File: config.mk
export PLATFORM = sky130hd
export DESIGN_NAME = ovr_sequencer
export DESIGN_NICKNAME = d
export VERILOG_FILES = /design/src/ovr_pkg.sv /design/src/ovr_sequencer.sv /design/src/ovr_step_timer.sv /design/src/ovr_cycle_timer.sv
export SDC_FILE = /design/constraint.sdc
export NUM_CORES = 1
export LEC_CHECK = 0
export ABC_AREA = 1
export BUFFER_PORTS_ARGS = -buffer_cell sky130_fd_sc_hd__buf_4
export CORE_UTILIZATION = 50
export DETAILED_ROUTE_END_ITERATION = 6
export HOLD_SLACK_MARGIN = 0.05
export PLACE_DENSITY = 0.68
export SLEW_MARGIN = 15
export SYNTH_ARGS = -nofsm -noshare
export SYNTH_HDL_FRONTEND = slang
export SYNTH_SLANG_ARGS = --single-unit
File: constraint.sdc
create_clock -name ref_clk -period 7.5 [get_ports ref_clk]
set_input_delay 0.75 -clock ref_clk [delete_from_list [all_inputs] [get_ports ref_clk]]
set_output_delay 0.75 -clock ref_clk [all_outputs]
set_load 0.05 [all_outputs]
File: src/ovr_pkg.sv
// Constants, register map, state codes and bus carrier for the conversion
// override sequencer. Assumes one 25 MHz clock and a same-clock register master.
// Function
// - Any fault during a routine step starts override, on-demand or cyclic, unasked.
// - After a fault, every later step runs, even if disabled or not due.
// - Each fault seen during forced steps is caught in its diagnostic latch.
// - The sticky override flag is set when a fault asserts in a running routine.
// - A read clears the flag only if the last on-demand run was fault-free.
// - Measurement fault latches clear only after a new clean conversion of that step.
// - While the flag is set, cyclic enable is masked; no cyclic restart.
// - After override's active phase ends, the routine stays idle awaiting the host.
// - Control register read clears the flag after a clean on-demand run, else keeps it.
// - Forced steps keep the filter setting of the interrupted mode.
// - Routine status is readable so the host can poll override activity.
// - Steps always run in one fixed order, detection before validation checks.
// - Routine-active flag is high during the active phase only.
package ovr_pkg;

   // ------------------------------------------------------------------
   // Sizes
   // ------------------------------------------------------------------
   localparam int NSTEPS = 8;
   localparam int ADDR_W = 4;
   localparam int DATA_W = 16;
   localparam int FILT_W = 3;
   localparam int PER_W  = 2;
   localparam int TCYC_W = 8;
   localparam int CNT_W  = 20;

   // ------------------------------------------------------------------
   // Register map and fields
   // ------------------------------------------------------------------
   localparam logic [ADDR_W-1:0] ADDR_CTRL    = 4'h0;
   localparam logic [ADDR_W-1:0] ADDR_STEP_EN = 4'h1;
   localparam logic [ADDR_W-1:0] ADDR_PERIOD  = 4'h2;
   localparam logic [ADDR_W-1:0] ADDR_TCYCLE  = 4'h3;
   localparam logic [ADDR_W-1:0] ADDR_DIAG    = 4'h4;

   localparam int CYC_EN_BIT   = 0;
   localparam int LAUNCH_BIT   = 1;
   localparam int FILT_OD_LSB  = 2;
   localparam int FILT_CYC_LSB = 5;
   localparam int FILT_SLP_LSB = 8;
   localparam int FLAG_BIT     = 11;
   localparam int ACTIVE_BIT   = 12;
   localparam int OVR_RUN_BIT  = 13;
   localparam int OD_FAULT_BIT = 14;

   localparam logic [FILT_W-1:0] FILT_RST    = 3'h0;
   localparam logic [NSTEPS-1:0] STEP_EN_RST = 8'hFF;
   localparam logic [DATA_W-1:0] PERIOD_RST  = 16'h5555;
   localparam logic [TCYC_W-1:0] TCYCLE_RST  = 8'h0A;

   // ------------------------------------------------------------------
   // Timing
   // ------------------------------------------------------------------
   localparam int CLK_PERIOD_NS = 40;
   localparam int STEP_BASE_NS  = 10000;
   localparam int STEP_BASE_CYC = (STEP_BASE_NS + CLK_PERIOD_NS - 1) / CLK_PERIOD_NS;
   localparam int TCYC_UNIT_NS  = 100000;
   localparam int TCYC_UNIT_CYC = TCYC_UNIT_NS / CLK_PERIOD_NS;

   // ------------------------------------------------------------------
   // Types
   // ------------------------------------------------------------------
   typedef struct packed {
      logic [ADDR_W-1:0] addr;
      logic [DATA_W-1:0] wdata;
      logic              wr;
      logic              rd;
   } bus_req_s;

   typedef enum logic [3:0] {
      ST_IDLE   = 4'b0001,
      ST_PICK   = 4'b0010,
      ST_WAIT   = 4'b0100,
      ST_FINISH = 4'b1000
   } seq_state_e;

   // Periodicity code: 0 never, 1 every cycle, 2 every 2nd, 3 every 4th
   function automatic logic step_due(input logic [PER_W-1:0] per, input logic [1:0] cnt);
      logic due;
      due = 1'b0;
      case (per)
         2'h1:    due = 1'b1;
         2'h2:    due = (cnt[0] == 1'b0);
         2'h3:    due = (cnt == 2'h0);
         default: due = 1'b0;
      endcase
      return due;
   endfunction : step_due

endpackage : ovr_pkg

File: src/ovr_sequencer.sv
// Conversion routine sequencer with configuration override and its registers.
// Assumes step fault and sleep inputs come from logic on ref_clk.
module ovr_sequencer #(
   parameter int STEP_BASE_CYC = ovr_pkg::STEP_BASE_CYC,
   parameter int TCYC_UNIT_CYC = ovr_pkg::TCYC_UNIT_CYC
) (
   // Clock and reset
   input  wire logic                               ref_clk,
   input  wire logic                               rstn,
   // Register port
   input  wire ovr_pkg::bus_req_s                  bus_req,
   output logic [ovr_pkg::DATA_W-1:0]              rd_data,
   // Measurement side
   input  wire logic [ovr_pkg::NSTEPS-1:0]         step_fault,
   input  wire logic                               sleep_mode,
   output logic [ovr_pkg::NSTEPS-1:0]              step_active,
   output logic [ovr_pkg::FILT_W-1:0]              filt_sel,
   // Status
   output logic                                    routine_active,
   output logic                                    override_sticky_flag
);

   localparam int SW = $clog2(ovr_pkg::NSTEPS);
   localparam logic [SW-1:0] LAST_STEP = SW'(ovr_pkg::NSTEPS - 1);

   // ------------------------------------------------------------------
   // State
   // ------------------------------------------------------------------
   typedef struct packed {
      ovr_pkg::seq_state_e                st;
      logic [SW-1:0]                      step;
      logic                               mode_od;
      logic [ovr_pkg::FILT_W-1:0]         filt;
      logic                               forced;
      logic                               run_fault;
      logic                               od_clean;
      logic                               od_fault;
      logic                               flag;
      logic                               active;
      logic                               cyc_en;
      logic [ovr_pkg::FILT_W-1:0]         filt_od;
      logic [ovr_pkg::FILT_W-1:0]         filt_cyc;
      logic [ovr_pkg::FILT_W-1:0]         filt_slp;
      logic [ovr_pkg::NSTEPS-1:0]         step_en;
      logic [ovr_pkg::DATA_W-1:0]         period;
      logic [ovr_pkg::TCYC_W-1:0]         tcyc;
      logic [ovr_pkg::NSTEPS-1:0]         diag;
      logic [ovr_pkg::NSTEPS-1:0]         clean;
      logic [1:0]                         cyc_cnt;
      logic [ovr_pkg::DATA_W-1:0]         rdata;
      logic                               tmr_go;
      logic [ovr_pkg::NSTEPS-1:0]         step_act;
   } seq_s;

   seq_s q;
   seq_s d;
   logic tmr_done;
   logic cyc_tick;
   logic wr_ctrl;
   logic rd_ctrl;
   logic rd_diag;
   logic launch;
   logic fault_set;
   logic exec_step;

   // ------------------------------------------------------------------
   // Timers
   // ------------------------------------------------------------------
   ovr_step_timer #(.BASE_CYC(STEP_BASE_CYC)) u_step_timer (
      .ref_clk (ref_clk),
      .rstn    (rstn),
      .start   (q.tmr_go),
      .filt    (q.filt),
      .done    (tmr_done)
   );

   ovr_cycle_timer #(.UNIT_CYC(TCYC_UNIT_CYC)) u_cycle_timer (
      .ref_clk (ref_clk),
      .rstn    (rstn),
      .en      (q.cyc_en),
      .period  (q.tcyc),
      .tick    (cyc_tick)
   );

   // ------------------------------------------------------------------
   // Next state
   // ------------------------------------------------------------------
   always_comb begin
      d = q;
      d.tmr_go = 1'b0;
      d.rdata  = '0;
      wr_ctrl  = bus_req.wr && (bus_req.addr == ovr_pkg::ADDR_CTRL);
      rd_ctrl  = bus_req.rd && (bus_req.addr == ovr_pkg::ADDR_CTRL);
      rd_diag  = bus_req.rd && (bus_req.addr == ovr_pkg::ADDR_DIAG);
      launch   = wr_ctrl && bus_req.wdata[ovr_pkg::LAUNCH_BIT];
      fault_set = (q.st == ovr_pkg::ST_WAIT) && tmr_done && step_fault[q.step];
      // Step 0 is mandatory; forced steps ignore enable and periodicity
      exec_step = (q.step == '0) || q.forced ||
                  (q.mode_od ? q.step_en[q.step]
                             : ovr_pkg::step_due(q.period[q.step*ovr_pkg::PER_W +: ovr_pkg::PER_W],
                                                 q.cyc_cnt));

      // Register writes; host is expected to keep off these during override
      if (wr_ctrl) begin
         d.cyc_en   = bus_req.wdata[ovr_pkg::CYC_EN_BIT];
         d.filt_od  = bus_req.wdata[ovr_pkg::FILT_OD_LSB +: ovr_pkg::FILT_W];
         d.filt_cyc = bus_req.wdata[ovr_pkg::FILT_CYC_LSB +: ovr_pkg::FILT_W];
         d.filt_slp = bus_req.wdata[ovr_pkg::FILT_SLP_LSB +: ovr_pkg::FILT_W];
      end
      if (bus_req.wr && bus_req.addr == ovr_pkg::ADDR_STEP_EN) begin
         d.step_en = bus_req.wdata[ovr_pkg::NSTEPS-1:0];
      end
      if (bus_req.wr && bus_req.addr == ovr_pkg::ADDR_PERIOD) begin
         d.period = bus_req.wdata;
      end
      if (bus_req.wr && bus_req.addr == ovr_pkg::ADDR_TCYCLE) begin
         d.tcyc = bus_req.wdata[ovr_pkg::TCYC_W-1:0];
      end

      // Reads; the status bits let the host poll the routine
      if (rd_ctrl) begin
         d.rdata[ovr_pkg::CYC_EN_BIT] = q.cyc_en;
         d.rdata[ovr_pkg::FILT_OD_LSB +: ovr_pkg::FILT_W]  = q.filt_od;
         d.rdata[ovr_pkg::FILT_CYC_LSB +: ovr_pkg::FILT_W] = q.filt_cyc;
         d.rdata[ovr_pkg::FILT_SLP_LSB +: ovr_pkg::FILT_W] = q.filt_slp;
         d.rdata[ovr_pkg::FLAG_BIT]     = q.flag;
         d.rdata[ovr_pkg::ACTIVE_BIT]   = q.active;
         d.rdata[ovr_pkg::OVR_RUN_BIT]  = q.forced;
         d.rdata[ovr_pkg::OD_FAULT_BIT] = q.od_fault;
         if (q.od_clean) begin
            d.flag = 1'b0;
         end
      end else if (bus_req.rd) begin
         case (bus_req.addr)
            ovr_pkg::ADDR_STEP_EN: d.rdata[ovr_pkg::NSTEPS-1:0] = q.step_en;
            ovr_pkg::ADDR_PERIOD:  d.rdata = q.period;
            ovr_pkg::ADDR_TCYCLE:  d.rdata[ovr_pkg::TCYC_W-1:0] = q.tcyc;
            ovr_pkg::ADDR_DIAG:    d.rdata[ovr_pkg::NSTEPS-1:0] = q.diag;
            default:               d.rdata = '0;
         endcase
      end
      // A latch only clears once a later run converted that step cleanly
      if (rd_diag) begin
         d.diag = q.diag & ~q.clean;
      end

      // Periodicity count runs on every tick, also while the flag masks cyclic starts
      if (cyc_tick) begin
         d.cyc_cnt = q.cyc_cnt + 2'h1;
      end

      unique case (q.st)
         ovr_pkg::ST_IDLE: begin
            // On-demand wins over a cyclic tick in the same cycle
            if (launch) begin
               d.st        = ovr_pkg::ST_PICK;
               d.mode_od   = 1'b1;
               d.filt      = bus_req.wdata[ovr_pkg::FILT_OD_LSB +: ovr_pkg::FILT_W];
               d.od_clean  = 1'b0;
            end else if (cyc_tick && q.cyc_en && !q.flag) begin
               d.st        = ovr_pkg::ST_PICK;
               d.mode_od   = 1'b0;
               d.filt      = sleep_mode ? q.filt_slp : q.filt_cyc;
            end
            if (d.st == ovr_pkg::ST_PICK) begin
               d.step      = '0;
               d.forced    = 1'b0;
               d.run_fault = 1'b0;
               d.active    = 1'b1;
            end
         end
         ovr_pkg::ST_PICK: begin
            if (exec_step) begin
               d.tmr_go   = 1'b1;
               d.step_act = '0;
               d.step_act[q.step] = 1'b1;
               d.st       = ovr_pkg::ST_WAIT;
            end else if (q.step == LAST_STEP) begin
               d.st = ovr_pkg::ST_FINISH;
            end else begin
               d.step = q.step + SW'(1);
            end
         end
         ovr_pkg::ST_WAIT: begin
            if (tmr_done) begin
               d.step_act = '0;
               // Written after the latch clear above, so a new fault wins over a read
               if (step_fault[q.step]) begin
                  d.forced    = 1'b1;
                  d.run_fault = 1'b1;
                  d.diag[q.step]  = 1'b1;
                  d.clean[q.step] = 1'b0;
                  d.flag      = 1'b1;
               end else begin
                  d.clean[q.step] = 1'b1;
               end
               if (q.step == LAST_STEP) begin
                  d.st = ovr_pkg::ST_FINISH;
               end else begin
                  d.step = q.step + SW'(1);
                  d.st   = ovr_pkg::ST_PICK;
               end
            end
         end
         ovr_pkg::ST_FINISH: begin
            d.active = 1'b0;
            d.forced = 1'b0;
            // Outcome of an on-demand run decides whether a CTRL read may drop the flag
            if (q.mode_od) begin
               d.od_clean = !q.run_fault;
               d.od_fault = q.run_fault;
            end
            d.st = ovr_pkg::ST_IDLE;
         end
         default: begin
            d.st     = ovr_pkg::ST_IDLE;
            d.active = 1'b0;
         end
      endcase
   end

   always_ff @(posedge ref_clk or negedge rstn) begin
      if (!rstn) begin
         q          <= '0;
         q.st       <= ovr_pkg::ST_IDLE;
         q.filt_od  <= ovr_pkg::FILT_RST;
         q.filt_cyc <= ovr_pkg::FILT_RST;
         q.filt_slp <= ovr_pkg::FILT_RST;
         q.step_en  <= ovr_pkg::STEP_EN_RST;
         q.period   <= ovr_pkg::PERIOD_RST;
         q.tcyc     <= ovr_pkg::TCYCLE_RST;
      end else begin
         q <= d;
      end
   end

   assign rd_data              = q.rdata;
   assign step_active          = q.step_act;
   assign filt_sel             = q.filt;
   assign routine_active       = q.active;
   assign override_sticky_flag = q.flag;
endmodule : ovr_sequencer

File: src/ovr_step_timer.sv
// Step duration timer: one step lasts the base time times two to the power of the filter code.
// Assumes a one-cycle start pulse from the sequencer on the same clock.
module ovr_step_timer #(
   parameter int BASE_CYC = ovr_pkg::STEP_BASE_CYC
) (
   // Clock and reset
   input  wire logic                       ref_clk,
   input  wire logic                       rstn,
   // Control
   input  wire logic                       start,
   input  wire logic [ovr_pkg::FILT_W-1:0] filt,
   output logic                            done
);

   typedef struct packed {
      logic [ovr_pkg::CNT_W-1:0] cnt;
      logic                      busy;
      logic                      done;
   } tmr_s;

   tmr_s q;
   tmr_s d;
   localparam logic [ovr_pkg::CNT_W-1:0] BASE = ovr_pkg::CNT_W'(BASE_CYC);

   always_comb begin
      d = q;
      d.done = 1'b0;
      if (start) begin
         d.cnt  = (BASE << filt) - ovr_pkg::CNT_W'(1);
         d.busy = 1'b1;
      end else if (q.busy) begin
         if (q.cnt == '0) begin
            d.busy = 1'b0;
            d.done = 1'b1;
         end else begin
            d.cnt = q.cnt - ovr_pkg::CNT_W'(1);
         end
      end
   end

   always_ff @(posedge ref_clk or negedge rstn) begin
      if (!rstn) begin
         q <= '0;
      end else begin
         q <= d;
      end
   end

   assign done = q.done;

endmodule : ovr_step_timer

File: src/ovr_cycle_timer.sv
// Cycle period timer: a unit divider and a period counter give one tick per cycle.
// Assumes the period register is stable while the timer runs.
module ovr_cycle_timer #(
   parameter int UNIT_CYC = ovr_pkg::TCYC_UNIT_CYC
) (
   // Clock and reset
   input  wire logic                       ref_clk,
   input  wire logic                       rstn,
   // Control
   input  wire logic                       en,
   input  wire logic [ovr_pkg::TCYC_W-1:0] period,
   output logic                            tick
);

   typedef struct packed {
      logic [ovr_pkg::CNT_W-1:0]  div;
      logic [ovr_pkg::TCYC_W-1:0] units;
      logic                       tick;
   } cyc_s;

   cyc_s q;
   cyc_s d;
   localparam logic [ovr_pkg::CNT_W-1:0] UNIT_LAST = ovr_pkg::CNT_W'(UNIT_CYC - 1);

   always_comb begin
      d = q;
      d.tick = 1'b0;
      if (!en) begin
         d.div   = '0;
         d.units = '0;
      end else if (q.div == UNIT_LAST) begin
         d.div = '0;
         if (q.units + ovr_pkg::TCYC_W'(1) >= period) begin
            d.units = '0;
            d.tick  = 1'b1;
         end else begin
            d.units = q.units + ovr_pkg::TCYC_W'(1);
         end
      end else begin
         d.div = q.div + ovr_pkg::CNT_W'(1);
      end
   end

   always_ff @(posedge ref_clk or negedge rstn) begin
      if (!rstn) begin
         q <= '0;
      end else begin
         q <= d;
      end
   end

   assign tick = q.tick;

endmodule : ovr_cycle_timer

==> metrics.csv, run 1 <==
stage;metric;value;unit
cells_and_area;n_antenna_cell;0;
logic_synthesis;syn_area;7965;µm²
power_and_ir_drop;sw_frac_of_total;34.67;%
cts;clockBufferDepth;2;
critical_path;r2r-end;u_step_timer.q[8];
cells_and_area;multiInputGateArea;3283;µm²
floorplanning;fp.coreArea;15370;µm²
sta;hold_ws;0.3658;ns
logic_synthesis;synth-compound-area-share;15.27;%
cts;post-cts-setup-buffers;0;
critical_path;path_class;flip-flop to flip-flop;
place;gp_congestion;0.8583;
logic_synthesis;synthArstFlopShare;100.0;%
route;first_pass_iters;5;
logic_synthesis;yosysWarnings;0;
floorplanning;ios;62;
place;port_buffers;61;
global_route;antenna_found_initial;0;
floorplanning;die_w;128.2;µm
status;status;completed;
route;ant_nets;0;
power_and_ir_drop;internal_power;1801;µW
logic_synthesis;synth-edff-count;0;
logic_synthesis;synth_top_area_cell;dfrtp_1;
logic_synthesis;netlist.area_leader.share;42.10;%
critical_path;cp-start-kind;flip-flop;
logic_synthesis;synth_ff_type;dfrtp_1;
critical_path;crit_path_end_kind;flip-flop;
sta;fin_tns_setup;0;ns
cells_and_area;final-seq-area;3852;µm²
logic_synthesis;synthAdderAreaFrac;2.513;%
cts;ctsRootBufferMaster;clkbuf_16;
power_and_ir_drop;p_sw;955.4;µW
sta;tightest_slew;1.053;ns
place;dp_slack;4.662;ns
critical_path;crit_required;7.78;ns
global_route;grt_first_pass_wirelength;31190;µm
sta;fmaxAchievable;0.3455;GHz
critical_path;worstPathArrival;3.18;ns
cells_and_area;final_area;8992;µm²
cells_and_area;n_fill_cell;1401;
logic_synthesis;ys_top_cells_by_area;dfrtp_1, nand2_1, dfstp_2, inv_1, o21ai_0;
place;dp_hpwl;13290;µm
cts;cts_htree_levels;4;
route;drc;0;
route;routedWlPerCell;15.19;µm
floorplanning;rows;45;
place;place_area;8364;µm²
sta;maxSlewHeadroom;29.36;%
logic_synthesis;synthSimpleGateAreaFrac;21.35;%
sta;setup_violations;0;
logic_synthesis;synth.avg_cell_area;8.153;µm²
logic_synthesis;ys_ff_latch;153;
cts;clk_pin_slew;0.06;ns
sta;skew;0.005697;ns
global_route;grt_pass1_vias;6225;
cells_and_area;layout_commonest_cell;nand2_1;
critical_path;cp-endpoint;u_step_timer.q[8];
global_route;track_usage;24.68;%
power_and_ir_drop;ir_worst_vdd;0.1990;mV
power_and_ir_drop;seq_power_share;39.9;%
power_and_ir_drop;leakagePower;0.004353;µW
sta;fin_crit_sh;38.59;%
cts;cts_resized;0;
logic_synthesis;synth_nets;1026;
sta;report.final.slew_viol_count;0;
floorplanning;initial_core_util;51.82;%
floorplanning;fp.dieH;128.2;µm
critical_path;path_max_fanout;22;
sta;hold_viol_final;0;
route;drt-vias-per-instance;5.372;
logic_synthesis;synthDistinctLibCells;44;
critical_path;cp-startpoint;u_step_timer.q[2];
logic_synthesis;synth_top_family_by_area;simple AND/OR/NAND/NOR gates;
cells_and_area;syn_to_final_growth;12.90;%
logic_synthesis;ys_seq_area_share;48.37;%
logic_synthesis;synth_xor_xnor_area_share;2.089;%
critical_path;ff2ff_path_depth;11;
logic_synthesis;syn_inst;977;
worst_hold_path;hold_path.class;input pin to async pin;
critical_path;reg2reg_from;u_step_timer.q[2];
sta;setup_ws;4.606;ns
critical_path;ff2ff_setup_slack;4.61;ns
power_and_ir_drop;p_comb_share;27.0;%
route;dr.first_iter.drc_count;566;
cts;cts_tree;built;
cells_and_area;nets;1054;
route;vias;6602;
flow_run;drv_cap;0;
global_route;overflow;0;
cts;clk_latency;0.43;ns
global_route;grt_max_degree;84;
power_and_ir_drop;clkPwrFrac;33.0;%
route;wirelength;18670;µm
power_and_ir_drop;cellPowerDensity;306.5;nW/µm²
floorplanning;dieArea;16440;µm²
logic_synthesis;synth_mux_area_share;0;%
cts;cts.sinks;153;
cts;cts_made_buffers;17;
cts;cts_hold_buf;0;
cells_and_area;final_cell_mix;nand2_1, dfrtp_1, inv_1, o21ai_0, nor2_1;
sta;min_period;2.894;ns
cells_and_area;layout-drive-gt1-share;12.48;%
sta;rsz0062_at_grt;no;
## critical path: stages (launching register included)
cell,delay (ns)
dfrtp_1,0.40
inv_1,0.11
ha_1,0.21
nand4_1,0.16
inv_1,0.12
nand2_1,0.07
inv_1,0.09
nand4_1,0.10
o21ai_1,0.58
inv_1,0.61
o221ai_1,0.18
o21ai_0,0.11
## synthesized netlist by cell type, drive strengths merged, types with 3 or more instances
cell and instances:
clkbuf 14, o211ai 3, nor3 17, nor4 8, nand3 49, o21ai 103
a32o 8, xnor2 5, o22ai 20, nor2 76, nand3b 3, a31oi 11
inv 130, dfstp 19, nor3b 3, nand2 224, buf 40, a221oi 8
a21oi 49, dfrtp 134, ha 16, nand4 10, xor2 14
## flip-flops by register name, summed over array words and instances, names as in the netlist, named ones only
| signal | cells |
|---|---|
| filt_sel | 3 |
| rd_data | 16 |
| override_sticky_flag | 1 |
| u_step_timer.q | 21 |
| u_step_timer.done | 1 |
| q | 65 |
| u_cycle_timer.tick | 1 |
| step_active | 8 |
| u_cycle_timer.q | 28 |
| routine_active | 1 |
## metal layers
metal / GRT usage, % / routed length [µm]
met4: 6.851 / 283
met1: 34.51 / 8743
met2: 38.31 / 8739
met5: 0 / 0
met3: 5.843 / 900
## layout make-up
| type | instances | share of cell area, % |
|---|---|---|
| clock buffer | 24 | 5.357 |
| clock inverter | 8 | 1.628 |
| inverter | 130 | 5.426 |
| multi-input combinational | 640 | 36.51 |
| sequential | 153 | 42.84 |
| tap | 211 | 2.936 |
| timing repair buffer | 63 | 5.301 |
## through the flow
stage               instances  total power, µW  util (%)
finish                   1229             2756     58.50
global route             1229             2939     58.50
CTS                      1229             2768     58.50
detailed placement       1197             1852     54.42
global placement         1197             1836     54.42
floorplan                 977             1666         -
## cell families after synthesis
| group | after synthesis |
|---|---|
| xor gates and xnor gates | 19 |
| AOI/OAI and AO/OA | 212 |
| buffers and inverters | 184 |
| DFF | 153 |
| adders and majority gates | 16 |
| and+or+nand+nor | 393 |
## worst min-delay path by stage
stage | startpoint | to | slack [ns] | cells after the start
detailed placement | q[25] | q[25] | 0.46 | 1
floorplan | q[25] | q[25] | 0.44 | 1
global route | rstn | u_step_timer.q[13] | 0.43 | 1
global placement | q[25] | q[25] | 0.46 | 1
CTS | rstn | u_step_timer.q[13] | 0.40 | 1
finish | rstn | u_step_timer.q[8] | 0.37 | 1
## power by group through the flow
| stage | logic, µW | registers, µW | clock network (µW) |
|---|---|---|---|
| 6_report | 745 | 1100 | 910 |
| 5_1_grt | 856 | 1120 | 965 |
| 4_1_cts | 747 | 1100 | 925 |
| 3_5_place_dp | 744 | 1110 | 0 |
| 3_3_place_gp | 729 | 1110 | 0 |
| 2_1_floorplan | 591 | 1080 | 0 |
(Power assumes the default switching activity.)
==> run 2: changes to the inputs <==
==> constraint.sdc (replaced) <==
create_clock -name ref_clk -period 2.94 [get_ports ref_clk]
set_input_delay 0.294 -clock ref_clk [delete_from_list [all_inputs] [get_ports ref_clk]]
set_output_delay 0.294 -clock ref_clk [all_outputs]
set_load 0.05 [all_outputs]
==> run 2 against run 1 <==
- power grew to 2.6 times the previous value
- flip-flop and latch count is the same
- clock power grew to 2.6 times the previous value
- routed wire length grew 0.83%
- critical path type unchanged
==> metrics.csv, run 2 (synthesis results as in run 1) <==
stage;metric;value;unit;change
status;status;completed;;
sta;min_period;2.594;ns;-0.3000 ns
sta;fin_crit_sh;88.24;%;+50 points
floorplanning;rows;45;;unchanged
floorplanning;fp.coreArea;15370;µm²;unchanged
sta;maxSlewHeadroom;47.44;%;+18 points
critical_path;crit_required;3.30;ns;-4.48 ns
critical_path;path_cells;nand3_1 -> nand3b_1 -> nand3b_1 -> xnor2_1 -> ha_1 -> a21oi_1 -> o21ai_0 -> a21oi_1 -> o41ai_1 -> nor3_2 -> nand2_1 -> nand2_1;;
sta;hold_ws;0.1109;ns;-0.2549 ns
global_route;grt_use_met3;5.593;%;-0.25 points
floorplanning;ios;62;;unchanged
sta;fmaxAchievable;0.3855;GHz;+12%
critical_path;path_max_fanout;8;;-64%
sta;setup_ws;0.3457;ns;-4.260 ns
sta;rsz0062_at_grt;no;;
sta;setup_violations;0;;unchanged
route;drc;0;;unchanged
place;gp_congestion;0.8314;;-3.1%
cells_and_area;top_regs;q: 65 flops, u_cycle_timer.q: 28 flops, u_step_timer.q: 21 flops;;
cells_and_area;n_fill_cell;1443;;+3.0%
critical_path;worstPathArrival;2.96;ns;-0.22 ns
cts;clk_latency;0.43;ns;about the same
global_route;grt_first_pass_wirelength;30990;µm;-0.62%
place;port_buffers;61;;unchanged
cts;ctsRootBufferMaster;clkbuf_16;;
global_route;overflow;0;;unchanged
cells_and_area;final_cell_mix;nand2_1, dfrtp_1, inv_1, o21ai_0;;
floorplanning;initial_core_util;51.82;%;unchanged
cells_and_area;n_antenna_cell;0;;unchanged
cells_and_area;layout_commonest_cell;nand2_1;;
global_route;grt_pass1_vias;6214;;-0.18%
global_route;use_met1;34.62;%;+0.11 points
worst_hold_path;worstHoldStart;bus_req[14];;
cells_and_area;syn_to_final_growth;14.26;%;
route;drt-vias-per-instance;5.329;;-0.79%
cells_and_area;layout-drive-gt1-share;13.72;%;+1.2 points
floorplanning;dieArea;16440;µm²;unchanged
route;routedWlPerCell;15.19;µm;about the same
cts;cts_tree;built;;
global_route;track_usage;24.60;%;-0.087 points
cells_and_area;regMostFlops;q;;
power_and_ir_drop;cellPowerDensity;778.6;nW/µm²;+150%
cts;cts_made_buffers;17;;unchanged
cells_and_area;nets;1065;;+1.0%
critical_path;critPathMaxStageDelay;0.42;ns;-0.19 ns
critical_path;crit_path_end_kind;flip-flop;;
route;ant_nets;0;;unchanged
critical_path;reg2reg_from;u_cycle_timer.q[1];;
sta;tightest_slew;0.7885;ns;-0.2641 ns
place;dp_slack;0.09836;ns;-4.563 ns
critical_path;cp-startpoint;u_cycle_timer.q[1];;
critical_path;ff2ff_setup_slack;0.35;ns;-4.26 ns
global_route;met2_usage;37.65;%;-0.67 points
flow_run;drv_cap;0;;unchanged
cts;cts.sinks;153;;unchanged
global_route;antenna_found_initial;0;;unchanged
critical_path;path_class;flip-flop to flip-flop;;
worst_hold_path;hold_path.class;input pin to flip-flop;;
cts;cts_htree_levels;4;;unchanged
cts;clk_pin_slew;0.06;ns;about the same
floorplanning;fp.dieH;128.2;µm;unchanged
route;wirelength;18820;µm;+0.83%
sta;fin_tns_setup;0;ns;unchanged
critical_path;cp_slowest_cell;nor3_2;;
critical_path;cp-start-kind;flip-flop;;
sta;hold_viol_final;0;;unchanged
global_route;gr-max-usage-layer;met2;;
place;dp_hpwl;13270;µm;-0.15%
place;place_area;8452;µm²;+1.0%
route;dr.first_iter.drc_count;615;;+8.7%
cts;clockBufferDepth;2;;unchanged
route;first_pass_iters;5;;unchanged
global_route;grt_max_degree;82;;-2.4%
floorplanning;die_w;128.2;µm;unchanged
cells_and_area;final_area;9101;µm²;+1.2%
sta;skew;0.006970;ns;+0.001273 ns
sta;report.final.slew_viol_count;0;;unchanged
cells_and_area;largest_reg_flops;65;;unchanged
power_and_ir_drop;leakagePower;0.004415;µW;+1.4%
route;vias;6603;;+0.015%
power_and_ir_drop;ir_worst_vdd;0.4394;mV;+120%
-- run 2: cell types whose count changed in the layout (fill, tap and decap cells not counted) --
cell / previous run / this run
clkbuf_1: 4 / 0
nor3_2: 1 / 2
nor3_1: 16 / 15
inv_6: 0 / 1
clkinvlp_4: 1 / 2
buf_4: 62 / 71
dlygate4sd3_1: 0 / 1
clkinv_2: 2 / 3
buf_12: 0 / 1
-- run 2: power by group --
group / total (µW) / internal (µW) / leakage (µW) / switching [µW]
logic: 1940 / 645 / 0.00216 / 1300
clock network: 2360 / 1480 / 0.000308 / 882
registers: 2780 / 2480 / 0.00195 / 297
-- run 2: per-layer routing --
metal / part of all wire, % / up-vias
met5: 0 / -
met3: 4.8 / 23
met4: 1.6 / 0
met1: 47 / 3123
li1: - / 3292
met2: 47 / 165
-- run 2: worst paths after layout --
check,cells past startpoint,endpoint
setup / recovery,12,u_cycle_timer.q[6]
hold / removal,3,q[63]
setup reg to reg,12,u_cycle_timer.q[6]
hold reg to reg,1,q[25]
max in group asynchronous,3,q[57]
min in group asynchronous,2,u_step_timer.q[13]
-- run 2: area by class of cell --
class                           count  area [µm²]  share of cell area [%]
Sequential cell                   153        3852                   42.33
Multi-Input combinational cell    640        3288                   36.13
Timing Repair Buffer               74       574.3                   6.310
Inverter                          130       488.0                   5.362
Clock buffer                       20       466.7                   5.128
Tap cell                          211       264.0                   2.901
Clock inverter                     11       167.7                   1.842
-- run 2: what timing repair did --
| item | CTS | global route |
|---|---|---|
| setup endpoints to repair | 0 | 8 |
| gates resized for setup | 0 | 1 |
| hold endpoints to repair | 65 | 0 |
| setup buffers | 0 | 0 |
| hold buffers | 1 | 0 |
-- run 2: per-stage QoR --
stage          power (µW)  util (%)  std cells
6_report             7086     59.21       1239
5_1_grt              7520     59.21       1239
4_1_cts              7121     59.18       1239
3_5_place_dp         4742     54.99       1207
3_3_place_gp         4705     54.99       1207
2_1_floorplan        4250         -        977
-- run 2: critical path: cells and delay by family, from the launching register on --
| kind | cells | cell delay (ns) |
|---|---|---|
| XOR/XNOR | 1 | 0.20 |
| flip-flops | 1 | 0.41 |
| AND/OR/NAND/NOR | 6 | 1.14 |
| adder cells (fa/ha/maj) | 1 | 0.27 |
| AO/OA/AOI/OAI | 4 | 0.51 |
